## src/logic/arcr_pkg.sv

```systemverilog
// constants and register map of the converter result/channel/config register set
// Function
// [RQ1] 16-bit read-only latest straight-binary result
// [RQ2] bits 15:13 carry converted input number
// [RQ3] bit 12 alert flag, bits 11:0 sample
// [RQ4] unused tag bits read zero on smaller variants
// [RQ5] channel register holds eight input enable bits
// [RQ6] new selection applies after one more conversion
// [RQ7] new selection restarts at lowest enabled input
// [RQ8] channel bits 15:8 read zero, reset zero
// [RQ9] config 16 bits, bits 15:10, 8 read zero
// [RQ10] soft reset clears control, result, alert only
// [RQ11] soft reset bit clears itself next cycle
// [RQ12] soft reset also requests trim reload
// [RQ13] bit 7 latches alert, resets to one
// [RQ14] latched alert clears only on read or reset
// [RQ15] 16-clock frame: 5-bit address then rw bit
// [RQ16] write at select rise; read next frame
// [RQ17] bad-address writes ignored, reads return zero
// [RQ18] addresses 0x00, 0x01, 0x02; setup resets 0x00C0
// [RQ19] result holds until next conversion or soft reset
// [RQ20] reserved bit writes ignored, read zero
`default_nettype none
package arcr_pkg;
  // register addresses
  localparam logic [4:0]  ADDR_RESULT      = 5'h00;
  localparam logic [4:0]  ADDR_CHANNEL     = 5'h01;
  localparam logic [4:0]  ADDR_CONFIG      = 5'h02;
  // serial frame layout
  localparam int          FRAME_BITS       = 16;
  localparam int          FRAME_ADDR_MSB   = 15;
  localparam int          FRAME_ADDR_LSB   = 11;
  localparam int          FRAME_RW_BIT     = 10;
  // result word fields
  localparam int          RES_TAG_MSB      = 15;
  localparam int          RES_TAG_LSB      = 13;
  localparam int          RES_ALERT_BIT    = 12;
  localparam int          RES_SAMPLE_MSB   = 11;
  // configuration fields
  localparam int          CFG_TRIGGER_BIT  = 9;
  localparam int          CFG_STICKY_BIT   = 7;
  localparam int          CFG_LOW_MSB      = 6;
  // reset values
  localparam logic [15:0] CONFIG_RESET     = 16'h00C0;
  localparam logic [7:0]  CHANNEL_RESET    = 8'h00;
  localparam logic [15:0] RESULT_RESET     = 16'h0000;
  localparam logic [15:0] READ_ZERO        = 16'h0000;
  // pin synchroniser depth
  localparam int          SYNC_STAGES      = 3;
endpackage : arcr_pkg
`default_nettype wire

```

## src/logic/arcr_pin_sync.sv

```systemverilog
// three-stage pin synchroniser with agreement filter
`default_nettype none
`timescale 1ns/1ps
module arcr_pin_sync #(
  parameter int         WIDTH    = 1,
  parameter logic [0:0] INIT_VAL = 1'h0
) (
  input  wire logic             ref_clk,
  input  wire logic             sys_rst,
  input  wire logic [WIDTH-1:0] pin_in,
  output logic      [WIDTH-1:0] pin_q
);
  logic [WIDTH-1:0] s1_q;
  logic [WIDTH-1:0] s2_q;
  logic [WIDTH-1:0] s3_q;

  // refuse an empty synchroniser at elaboration
  if (WIDTH < 1) begin : g_bad_width
    $error("arcr_pin_sync: WIDTH must be at least 1");
  end

  // metastability chain; stage one feeds stage two only
  always_ff @(posedge ref_clk) begin
    if (sys_rst) begin
      s1_q <= {WIDTH{INIT_VAL}};
      s2_q <= {WIDTH{INIT_VAL}};
      s3_q <= {WIDTH{INIT_VAL}};
    end else begin
      s1_q <= pin_in;
      s2_q <= s1_q;
      s3_q <= s2_q;
    end
  end

  // accept a bit once stages two and three agree
  genvar g;
  generate
    for (g = 0; g < WIDTH; g++) begin : g_bit
      always_ff @(posedge ref_clk) begin
        if (sys_rst) begin
          pin_q[g] <= INIT_VAL[0];
        end else if (s2_q[g] == s3_q[g]) begin
          pin_q[g] <= s3_q[g];
        end
      end
    end
  endgenerate
endmodule : arcr_pin_sync
`default_nettype wire

```

## src/logic/arcr_regs.sv

```systemverilog
// serial register bank: result word, input enables, operating setup, sequencer
`default_nettype none
`timescale 1ns/1ps
module arcr_regs #(
  parameter int NUM_INPUTS = 8
) (
  input  wire logic        ref_clk,
  input  wire logic        sys_rst,
  input  wire logic        spi_sclk,
  input  wire logic        spi_cs_n,
  input  wire logic        spi_sdi,
  output logic             spi_sdo,
  input  wire logic        conv_done,
  input  wire logic [2:0]  conv_input_tag,
  input  wire logic [11:0] conv_sample,
  input  wire logic        alert_raise,
  input  wire logic        alert_hyst_clear,
  output logic [2:0]       next_input,
  output logic [7:0]       active_enables,
  output logic             trim_reload,
  output logic             alert_flag,
  output logic [6:0]       setup_low_bits
);

  // refuse unsupported variants at elaboration
  if (NUM_INPUTS != 2 && NUM_INPUTS != 4 && NUM_INPUTS != 8) begin : g_bad_inputs
    $error("arcr_regs: NUM_INPUTS must be 2, 4 or 8");
  end

  //////////////////////////////////////////////////////////////////////////////
  // pin synchronisers

  logic sclk_s;
  logic cs_n_s;
  logic sdi_s;

  arcr_pin_sync #(
    .WIDTH    (1),
    .INIT_VAL (1'h0)
  ) u_sync_sclk (
    .ref_clk (ref_clk),
    .sys_rst (sys_rst),
    .pin_in  (spi_sclk),
    .pin_q   (sclk_s)
  );

  arcr_pin_sync #(
    .WIDTH    (1),
    .INIT_VAL (1'h1)
  ) u_sync_cs (
    .ref_clk (ref_clk),
    .sys_rst (sys_rst),
    .pin_in  (spi_cs_n),
    .pin_q   (cs_n_s)
  );

  arcr_pin_sync #(
    .WIDTH    (1),
    .INIT_VAL (1'h0)
  ) u_sync_sdi (
    .ref_clk (ref_clk),
    .sys_rst (sys_rst),
    .pin_in  (spi_sdi),
    .pin_q   (sdi_s)
  );

  //////////////////////////////////////////////////////////////////////////////
  // state

  logic        sclk_prev_q;
  logic        cs_n_prev_q;
  logic [15:0] shin_q;
  logic [15:0] shout_q;
  logic [4:0]  bit_cnt_q;
  logic        rd_pend_q;
  logic [4:0]  rd_addr_q;
  logic [2:0]  res_tag_q;
  logic [11:0] res_sample_q;
  logic        alert_q;
  logic [7:0]  chan_q;
  logic [7:0]  active_q;
  logic        sel_pend_q;
  logic [2:0]  cur_in_q;
  logic        sticky_q;
  logic [6:0]  cfg_low_q;
  logic        soft_reset_trigger_q;

  logic        sclk_rise;
  logic        sclk_fall;
  logic        cs_fall;
  logic        cs_rise;
  logic        frame_ok;
  logic        wr_req;
  logic        wr_chan;
  logic        wr_cfg;
  logic [4:0]  frame_addr;
  logic [15:0] result_word;
  logic [15:0] read_word;
  logic [7:0]  in_mask;
  logic        load_result;

  //////////////////////////////////////////////////////////////////////////////
  // helpers

  // next enabled input at or after start, wrapping; zero when none enabled
  function automatic logic [2:0] next_enabled(input logic [7:0] en, input logic [2:0] start);
    logic [2:0] idx;
    logic       hit;
    next_enabled = 3'h0;
    hit = 1'b0;
    for (int k = 0; k < 8; k++) begin
      idx = 3'(start + 3'(k));
      if (!hit && en[idx]) begin
        next_enabled = idx;
        hit = 1'b1;
      end
    end
  endfunction : next_enabled

  // enables usable by this variant
  assign in_mask = 8'(({8'h00, 8'hFF} >> (8 - NUM_INPUTS)) & 16'h00FF);

  //////////////////////////////////////////////////////////////////////////////
  // frame decode

  // edge detection on filtered pins
  assign sclk_rise  = sclk_s & ~sclk_prev_q;
  assign sclk_fall  = ~sclk_s & sclk_prev_q;
  assign cs_fall    = ~cs_n_s & cs_n_prev_q;
  assign cs_rise    = cs_n_s & ~cs_n_prev_q;
  assign frame_ok   = cs_rise && (bit_cnt_q == 5'(arcr_pkg::FRAME_BITS));  // [RQ15]
  assign frame_addr = shin_q[arcr_pkg::FRAME_ADDR_MSB:arcr_pkg::FRAME_ADDR_LSB]; // [RQ15]
  assign wr_req     = frame_ok && shin_q[arcr_pkg::FRAME_RW_BIT];  // [RQ16]
  // writes elsewhere fall through as no-ops
  assign wr_chan    = wr_req && (frame_addr == arcr_pkg::ADDR_CHANNEL);  // [RQ17] [RQ18]
  assign wr_cfg     = wr_req && (frame_addr == arcr_pkg::ADDR_CONFIG);   // [RQ17] [RQ18]

  // result word with tag bits above the variant forced low
  always_comb begin
    result_word = {res_tag_q, alert_q, res_sample_q};  // [RQ1] [RQ2] [RQ3]
    if (NUM_INPUTS <= 4) result_word[arcr_pkg::RES_TAG_MSB] = 1'b0;      // [RQ4]
    if (NUM_INPUTS <= 2) result_word[arcr_pkg::RES_TAG_MSB - 1] = 1'b0;  // [RQ4]
  end

  // readback mux; reserved bits and unknown addresses read zero
  always_comb begin
    read_word = arcr_pkg::READ_ZERO;  // [RQ17]
    unique case (rd_addr_q)
      arcr_pkg::ADDR_RESULT:  read_word = result_word;
      arcr_pkg::ADDR_CHANNEL: read_word = {8'h00, chan_q};  // [RQ8] [RQ20]
      arcr_pkg::ADDR_CONFIG:  read_word = {6'h00, soft_reset_trigger_q, 1'b0, sticky_q,
                                           cfg_low_q}; // [RQ9]
      default:                read_word = arcr_pkg::READ_ZERO;  // [RQ17]
    endcase
  end

  // the result word goes out unless a read of another address was requested
  assign load_result = cs_fall && (!rd_pend_q || rd_addr_q == arcr_pkg::ADDR_RESULT);

  //////////////////////////////////////////////////////////////////////////////
  // serial engine

  // previous pin levels
  always_ff @(posedge ref_clk) begin
    if (sys_rst) begin
      sclk_prev_q <= 1'b0;
      cs_n_prev_q <= 1'b1;
    end else begin
      sclk_prev_q <= sclk_s;
      cs_n_prev_q <= cs_n_s;
    end
  end

  // input shifter and bit count, sampled on rising clock
  always_ff @(posedge ref_clk) begin
    if (sys_rst) begin
      shin_q    <= 16'h0000;
      bit_cnt_q <= 5'h00;
    end else if (cs_fall) begin
      bit_cnt_q <= 5'h00;
    end else if (!cs_n_s && sclk_rise) begin
      shin_q <= {shin_q[14:0], sdi_s};
      if (bit_cnt_q != 5'(arcr_pkg::FRAME_BITS)) begin
        bit_cnt_q <= bit_cnt_q + 5'h01;  // [RQ15]
      end
    end
  end

  // output shifter: msb at select fall, next bit on each falling clock
  always_ff @(posedge ref_clk) begin
    if (sys_rst) begin
      shout_q <= 16'h0000;
      spi_sdo <= 1'b0;
    end else if (cs_fall) begin
      shout_q <= rd_pend_q ? read_word : result_word;  // [RQ16]
      spi_sdo <= rd_pend_q ? read_word[15] : result_word[15];
    end else if (!cs_n_s && sclk_fall) begin
      shout_q <= {shout_q[14:0], 1'b0};
      spi_sdo <= shout_q[14];
    end
  end

  // read request captured at select rise, served in the next frame
  always_ff @(posedge ref_clk) begin
    if (sys_rst || soft_reset_trigger_q) begin
      rd_pend_q <= 1'b0;
      rd_addr_q <= arcr_pkg::ADDR_RESULT;
    end else if (cs_rise) begin
      rd_pend_q <= frame_ok && !shin_q[arcr_pkg::FRAME_RW_BIT];  // [RQ16]
      rd_addr_q <= frame_addr;
    end
  end

  //////////////////////////////////////////////////////////////////////////////
  // registers

  // input enables; only the low eight bits exist
  always_ff @(posedge ref_clk) begin
    if (sys_rst) begin
      chan_q <= arcr_pkg::CHANNEL_RESET;  // [RQ8]
    end else if (wr_chan) begin
      chan_q <= shin_q[7:0];  // [RQ5] [RQ20]
    end
  end

  // operating setup; soft reset leaves it alone
  always_ff @(posedge ref_clk) begin
    if (sys_rst) begin
      sticky_q  <= arcr_pkg::CONFIG_RESET[arcr_pkg::CFG_STICKY_BIT];  // [RQ13] [RQ18]
      cfg_low_q <= arcr_pkg::CONFIG_RESET[arcr_pkg::CFG_LOW_MSB:0];
    end else if (wr_cfg) begin
      sticky_q  <= shin_q[arcr_pkg::CFG_STICKY_BIT];  // [RQ9] [RQ20]
      cfg_low_q <= shin_q[arcr_pkg::CFG_LOW_MSB:0];
    end
  end

  // soft reset bit, high for exactly one cycle
  always_ff @(posedge ref_clk) begin
    if (sys_rst) begin
      soft_reset_trigger_q <= 1'b0;
    end else begin
      soft_reset_trigger_q <= wr_cfg && shin_q[arcr_pkg::CFG_TRIGGER_BIT];  // [RQ10] [RQ11]
    end
  end

  // trim reload request pulses in the same cycle as soft reset
  always_ff @(posedge ref_clk) begin
    if (sys_rst) begin
      trim_reload <= 1'b0;
    end else begin
      trim_reload <= wr_cfg && shin_q[arcr_pkg::CFG_TRIGGER_BIT];  // [RQ12]
    end
  end

  // result holds until the next conversion or soft reset
  always_ff @(posedge ref_clk) begin
    if (sys_rst || soft_reset_trigger_q) begin
      res_tag_q    <= arcr_pkg::RESULT_RESET[arcr_pkg::RES_TAG_MSB:arcr_pkg::RES_TAG_LSB];
      res_sample_q <= arcr_pkg::RESULT_RESET[arcr_pkg::RES_SAMPLE_MSB:0];  // [RQ10]
    end else if (conv_done) begin
      res_tag_q    <= conv_input_tag;  // [RQ2] [RQ19]
      res_sample_q <= conv_sample;     // [RQ1] [RQ19]
    end
  end

  // alert flag; a raise wins over a hysteresis or read clear in the same cycle, but soft reset wins over a raise
  always_ff @(posedge ref_clk) begin
    if (sys_rst || soft_reset_trigger_q) begin
      alert_q <= 1'b0;  // [RQ10] [RQ14]
    end else if (conv_done && alert_raise) begin
      alert_q <= 1'b1;  // [RQ3]
    end else if (!sticky_q && alert_hyst_clear) begin
      alert_q <= 1'b0;  // [RQ13]
    end else if (load_result) begin
      alert_q <= 1'b0;  // [RQ14]
    end
  end

  //////////////////////////////////////////////////////////////////////////////
  // conversion sequencer

  // pending selection marker; a write landing with a conversion stays pending
  always_ff @(posedge ref_clk) begin
    if (sys_rst || soft_reset_trigger_q) begin
      sel_pend_q <= 1'b0;
    end else if (wr_chan) begin
      sel_pend_q <= 1'b1;  // [RQ6]
    end else if (conv_done) begin
      sel_pend_q <= 1'b0;
    end
  end

  // selection in use and next input to convert
  always_ff @(posedge ref_clk) begin
    if (sys_rst) begin
      active_q <= arcr_pkg::CHANNEL_RESET;
      cur_in_q <= 3'h0;
    end else if (soft_reset_trigger_q) begin
      active_q <= chan_q & in_mask;
      cur_in_q <= next_enabled(chan_q & in_mask, 3'h0);  // [RQ10]
    end else if (conv_done && sel_pend_q && !wr_chan) begin
      active_q <= chan_q & in_mask;  // [RQ6]
      cur_in_q <= next_enabled(chan_q & in_mask, 3'h0);  // [RQ7]
    end else if (conv_done) begin
      cur_in_q <= next_enabled(active_q, 3'(cur_in_q + 3'h1));  // [RQ5]
    end
  end

  //////////////////////////////////////////////////////////////////////////////
  // outputs

  assign next_input     = cur_in_q;
  assign active_enables = active_q;
  assign alert_flag     = alert_q;
  assign setup_low_bits = cfg_low_q;

endmodule : arcr_regs
`default_nettype wire

```

## config.mk

```make
export PLATFORM = sky130hd
export DESIGN_NAME = arcr_regs
export DESIGN_NICKNAME = d
export VERILOG_FILES = /design/src/logic/arcr_pkg.sv /design/src/logic/arcr_pin_sync.sv /design/src/logic/arcr_regs.sv
export SDC_FILE = /design/constraint.sdc
export NUM_CORES = 1
export LEC_CHECK = 0
export BUFFER_PORTS_ARGS = -buffer_cell sky130_fd_sc_hd__buf_2
export CAP_MARGIN = 5
export CORE_MARGIN = 2
export CORE_UTILIZATION = 50
export CTS_CLUSTER_DIAMETER = 120
export DETAILED_ROUTE_END_ITERATION = 12
export PLACE_DENSITY = 0.69
export SYNTH_ARGS = -nofsm -noshare
export SYNTH_HDL_FRONTEND = slang
export SYNTH_SLANG_ARGS = --single-unit
```

## constraint.sdc

```tcl
create_clock -name ref_clk -period 3.4 [get_ports ref_clk]
set_clock_uncertainty 0.05 [all_clocks]
set_input_delay 0.68 -clock ref_clk [delete_from_list [all_inputs] [get_ports ref_clk]]
set_output_delay 0.68 -clock ref_clk [all_outputs]
set_load 0.03 [all_outputs]
```

After elaboration in Yosys (flattened, before gate mapping):

Cells that the tools add are included.

* flip-flop bits (word level): 102
* input bits: 23

* add/sub/neg operators: 9
* $lt $le $gt $ge: 8
* equal/unequal tests: 9
* multiplexer cells: 138
* bitwise gates (word level): 9
* reduce and logical (&&, ||, !) cells: 71

Operators by type and width (number)
* 1-bit 2-to-1 mux: 101
* 3-bit 2-to-1 mux: 23
* 16-bit one-hot mux with 3 select lines: 1
* 15-bit 2-to-1 mux: 3
* 1-bit logical AND: 34
* 3-bit by 4-bit less-than comparator with 1-bit output (second input constant): 8
* 1-bit zero test: 26
* 1-bit binary-select mux with 3-bit select: 8
* 8-bit 2-to-1 mux: 2
* 3-bit adder (second input constant): 4
* 5-bit by 1-bit equality test with 1-bit output (second input constant): 2
* 5-bit by 2-bit equality test with 1-bit output (second input constant): 2
* 3-bit by 1-bit adder with 3-bit output (second input constant): 2
* 3-bit by 2-bit adder with 3-bit output (second input constant): 2
* 2-bit nonzero test: 3
* 3-bit nonzero test: 2
* 5-bit by 1-bit adder with 5-bit output (second input constant): 1
* 5-bit equality test (second input constant): 1
* 5-bit zero test: 1
* 5-bit inequality test (second input constant): 1
* 1-bit inverter: 5
* 1-bit AND: 4
* 2-bit AND reduction: 2
* 1-bit equality test: 3
* 2 further kinds: 3

Logic depth before layout (Yosys ltp):

* word-level depth: 58
* depth in mapped cells: 12
* mapped depth without buffers: 9

Modules after synthesis:

A second synthesis with hierarchy kept.

* cells, all modules: 585
* area, all modules: 4957.3 µm²

Modules (own cells, without submodules)
* arcr_regs: times used 1, cells an instance 555, area an instance 4616.9 µm², sequential area each 1801.7 µm²
* arcr_pin_sync at u_sync_sclk ...: times used 2, cells an instance 10, area an instance 112.6 µm², sequential area each 80.1 µm²
* arcr_pin_sync at u_sync_cs: times used 1, cells an instance 10, area an instance 115.1 µm², sequential area each 80.1 µm²

Worst setup path after synthesis:

OpenSTA, ideal clock, no wires.

* kind: reg2reg
* start point: register cur_in_q[0], in the netlist next_input[0]
* end point: register cur_in_q[0], in the netlist next_input[0]
* arrival time: 2.991 ns
* required time: 3.276 ns
* path slack: 0.284 ns
* stages on the path, launching flop included: 11
* cell sequence: dfxtp_1 buf_6 inv_2 ha_1 buf_6 mux4_2 mux2i_4 nor3b_4 a31oi_1 or4_1 a31oi_1

* word-level cells in the longest chain between the ends: 56
* elaborated cells between the ends (all ways): 84
* those cells by class: add/sub (8); mux (62); reduce/logical (14)

Ends and longest elaborated chain
* from (decl): line arcr_regs.sv:83 `logic [2:0] cur_in_q;`
* from (signal assigned): line arcr_regs.sv:300 `cur_in_q <= next_enabled(chan_q & in_mask, 3'h0);`
* from (signal assigned): line arcr_regs.sv:303 `cur_in_q <= next_enabled(chan_q & in_mask, 3'h0);`
* from (signal assigned): line arcr_regs.sv:305 `cur_in_q <= next_enabled(active_q, 3'(cur_in_q + 3'h1));`
* 3-bit by 1-bit adder with 3-bit output (*): line arcr_regs.sv:305
* 1-bit binary-select mux with 3-bit select: line arcr_regs.sv:113 `if (!hit && en[idx]) begin`
* 1-bit 2-to-1 mux (implied by the code): line arcr_regs.sv:113
* 1-bit 2-to-1 mux: line arcr_regs.sv:113
* 1-bit 2-to-1 mux: line arcr_regs.sv:304 `end else if (conv_done) begin`
* 1-bit 2-to-1 mux: line arcr_regs.sv:301 `end else if (conv_done && sel_pend_q && !wr_chan) begin`
* 1-bit 2-to-1 mux: line arcr_regs.sv:298 `end else if (soft_reset_trigger_q) begin`
* 1-bit 2-to-1 mux: line arcr_regs.sv:295 `if (sys_rst) begin`
* [... 40 more ...]
* 1-bit 2-to-1 mux: line arcr_regs.sv:298
* 1-bit 2-to-1 mux: line arcr_regs.sv:295
* 1-bit zero test: line arcr_regs.sv:113
* 1-bit logical AND: line arcr_regs.sv:113
* 3-bit 2-to-1 mux (*): line arcr_regs.sv:113
* 3-bit 2-to-1 mux (*): line arcr_regs.sv:304
* 3-bit 2-to-1 mux (*): line arcr_regs.sv:301
* 3-bit 2-to-1 mux (*): line arcr_regs.sv:298

Mark *: on every way between the ends. The rest lies on a longest branch, timed or not. The select of a mux whose other input is x is not followed.
A chain may end at the register's enable or synchronous reset.

Worst setup path after layout:

Ends and elaborated chain as after synthesis.

==> summary.txt <==
Status
  – Status: finished, final reports clean

Synth
  – Async set or reset register ratio after synthesis: 0
  – Synthesized area: around 5000 µm²
  – FF+latch count, synth: between 100 and 150
  – Post-Syn Area per Cell: around 8.6 µm²
  – Synth top area cells: dfxtp_1 (41%), nand2_1 (7.9%), mux2i_1 (7.4%)
  – Gate count of the mapped netlist: 585
  – Most numerous cell in the Yosys netlist: nand2_1
  – Number of flops mapped to enable cells by yosys: 0
  – Post-synth top cells: nand2_1 (106), dfxtp_1 (102), nor2_1 (72)
  – Yosys top cell by area: dfxtp_1
  – Synth Flop Type: dfxtp_1
  – Yosys cell types: 63
  – Share of the synthesized area in the top cell type: 0.407
  – Register area share after synthesis: 0.407
  – Syn_nets: 612
  – Yosys warns: 0

Worst setup path
  – Slowest cell on crit path: mux4_2
  – Critical setup path kind: reg -> reg
  – Biggest cell delay along the critical path: 0.60 ns
  – R2R Setup Slk: ~0.36 ns
  – Worst EP arrival: 3.28 ns
  – Crit-path cells: inv_2, ha_1, buf_4, mux4_2, mux2i_4, nor3b_4, a31oi_1, or4_1, a31oi_1
  – Worst Setup End Kind: register
  – Worst flop-to-flop path startpoint: next_input[0]
  – Worst R2R End: next_input[0]
  – Crit path max fanout: 20
  – CP most frequent cell: a31oi_1
  – CP startpoint: next_input[0]
  – Startpoint Class: register
  – Worst path bufs/invs: 2
  – Top delay family on crit path: simple AND/OR/NAND/NOR gates
  – Required @ worst endpoint: roughly 3.6 ns
  – Worst R2R Path Depth: 9

Power
  – Leak: about 0.0022 µW
  – Worst VDD drop: 0.000265 V
  – Pwr per Cell Area: 379 nW/µm²

Clock network
  – Worst-Skew Late Latency: 0.37 ns
  – Sink Count: 102
  – Post_cts resized: 0
  – CTS tree: built
  – CTS Buf Count: 9
  – Clock root buffer master: clkbuf_8
  – Clock-pin transition on the worst setup and hold timing paths: between 0.1 and 0.15 ns
  – H-tree depth: 3
  – # hold bufs at CTS: 0
  – CTS max path bufs: 2
  – Post-CTS Setup Inserts: 0

Timing
  – Final hold violations: 0
  – Slew margin rel.: 0.534
  – Max-slew violations: 0
  – Setup violators final: 0
  – Unrepaired setup endpoints after global routing: no
  – Final period util: 0.895
  – Worst-margin pin slew: 0.679 ns
  – Highest clock rate: between 300 and 400 MHz
  – Period minus WS final: just over 3 ns
  – Setup TNS: 0 ns

Drt
  – Vias: about 4200
  – Post-Route WL: approximately 11000 µm
  – Post-DR vias/cell: 5.63
  – Drc violations: 0
  – Routed len/inst: 15.2 µm
  – DRT iter0 DRCs: roughly 180
  – Number of detailed-route iterations in the first pass: 5
  – Routed Antenna Nets: 0

Floorplan
  – Die X: 104 µm
  – I/O pin total: 44
  – FP Rows: 36
  – CORE AREA: 9770 µm²
  – Starting Density: 0.514
  – Total die area: 10900 µm²
  – Die Y-Extent: 104 µm

Placed design
  – GP Congestion: 0.883
  – Buffers on Ports: 43
  – DP Wirelength: ~8100 µm
  – Area post-placement: 5310 µm²

Global routing
  – Grt total ovfl: 0
  – Vias in the first global route: 3976
  – First-pass GRT wire length: 19000 µm
  – Total GRT Usage: 0.211
  – Largest net degree at the start of global routing: a little under 60
  – Initial antenna violation count: 0

Hold path
  – Worst Hold Class: reg -> reg
  – Cells on Worst Hold Path: 1
  – WHS Endpoint: u_sync_cs.s2_q
  – Hold path startpoint: u_sync_cs.s1_q

Layout
  – # diodes: 0
  – Fill cells: 913
  – Layout overhead on the synthesized area: 9.99%
  – Finished Cell Area: 5520 µm²
  – Post-layout util: 0.565
  – Layout Nets: roughly 640
  – Share of cells above drive strength 1: 0.167

Flow run
  – Max Cap Viol: 0
-- layer usage --
metal  share of wire  up-vias  global-route usage
li1                -     2124                   -
met1            0.47     2018               0.279
met2            0.47       99               0.350
met3           0.052        7              0.0551
met4          0.0081        0              0.0463
met5               0        -                   0
-- cell usage in the layout (no fill, tap or decap), types with 5 or more instances in the layout --
cell / synthesis / final
a21oi_1: 60 / 60
a221oi_1: 8 / 8
a22o_1: 8 / 8
a311oi_1: 8 / 8
a31oi_1: 6 / 6
buf_2: 1 / 43
buf_4: 0 / 13
clkbuf_8: 2 / 10
dfxtp_1: 102 / 102
inv_1: 12 / 12
mux2_2: 7 / 7
mux2i_1: 37 / 37
mux4_2: 7 / 7
nand2_1: 106 / 106
nand2b_1: 7 / 7
nand4_1: 5 / 5
nor2_1: 72 / 72
nor2b_1: 13 / 13
nor3_1: 9 / 9
o21ai_0: 8 / 8
or2_2: 7 / 7
xor2_1: 5 / 5
-- registers in the layout (all words and copies together) (netlist names), 3 cells and up --
signal / flops
active_enables: 8
chan_q: 8
bit_cnt_q: 5
shout_q: 15
res_tag_q: 3
rd_addr_q: 5
next_input: 3
shin_q: 16
res_sample_q: 12
setup_low_bits: 7
-- cell type report --
class	instances	area, µm²	area share
inverters	13	48.8	0.00883
repair buffers	56	313	0.0566
multi-input cells	434	2740	0.496
clock inverters	6	78.8	0.0143
clock buffers	10	138	0.0249
well taps	133	166	0.0301
flip-flops and latches	102	2040	0.370
-- worst max-delay path by stage --
stage / end / slack [ns] / cells past startpoint
global placement: next_input[0] / 0.45 / 9
global route: next_input[0] / 0.11 / 9
finish: next_input[0] / 0.36 / 9
CTS: next_input[0] / 0.36 / 9
floorplan: next_input[0] / 0.28 / 10
detailed placement: next_input[0] / 0.39 / 9
-- report_power, final --
| group | switching, µW | leakage (µW) | internal [µW] |
|---|---|---|---|
| registers | 9.06 | 0.000826 | 1210 |
| logic | 40.4 | 0.00125 | 28.7 |
| clock network | 434 | 0.000102 | 372 |
| total | 484 | 0.00218 | 1610 |
-- per-stage QoR --
| stage | instances | total power [µW] | hold slack, ns | setup WS (ns) |
|---|---|---|---|---|
| floorplan | 585 | 1290 | 0.339 | 0.284 |
| global placement | 738 | 1320 | 0.343 | 0.448 |
| detailed placement | 738 | 1320 | 0.353 | 0.388 |
| CTS | 754 | 2120 | 0.382 | 0.363 |
| global route | 754 | 2170 | 0.394 | 0.107 |
| finish | 754 | 2090 | 0.377 | 0.358 |
-- cells by family after synthesis --
| kind of cell | share of synthesized area |
|---|---|
| simple gates | 0.218 |
| compound gates | 0.164 |
| flops | 0.407 |
| mux | 0.131 |
| buf+inv | 0.0483 |
| xor+xnor | 0.0224 |
| fa+ha+maj | 0.00997 |
No activity file was read; power rests on OpenSTA's default activity.
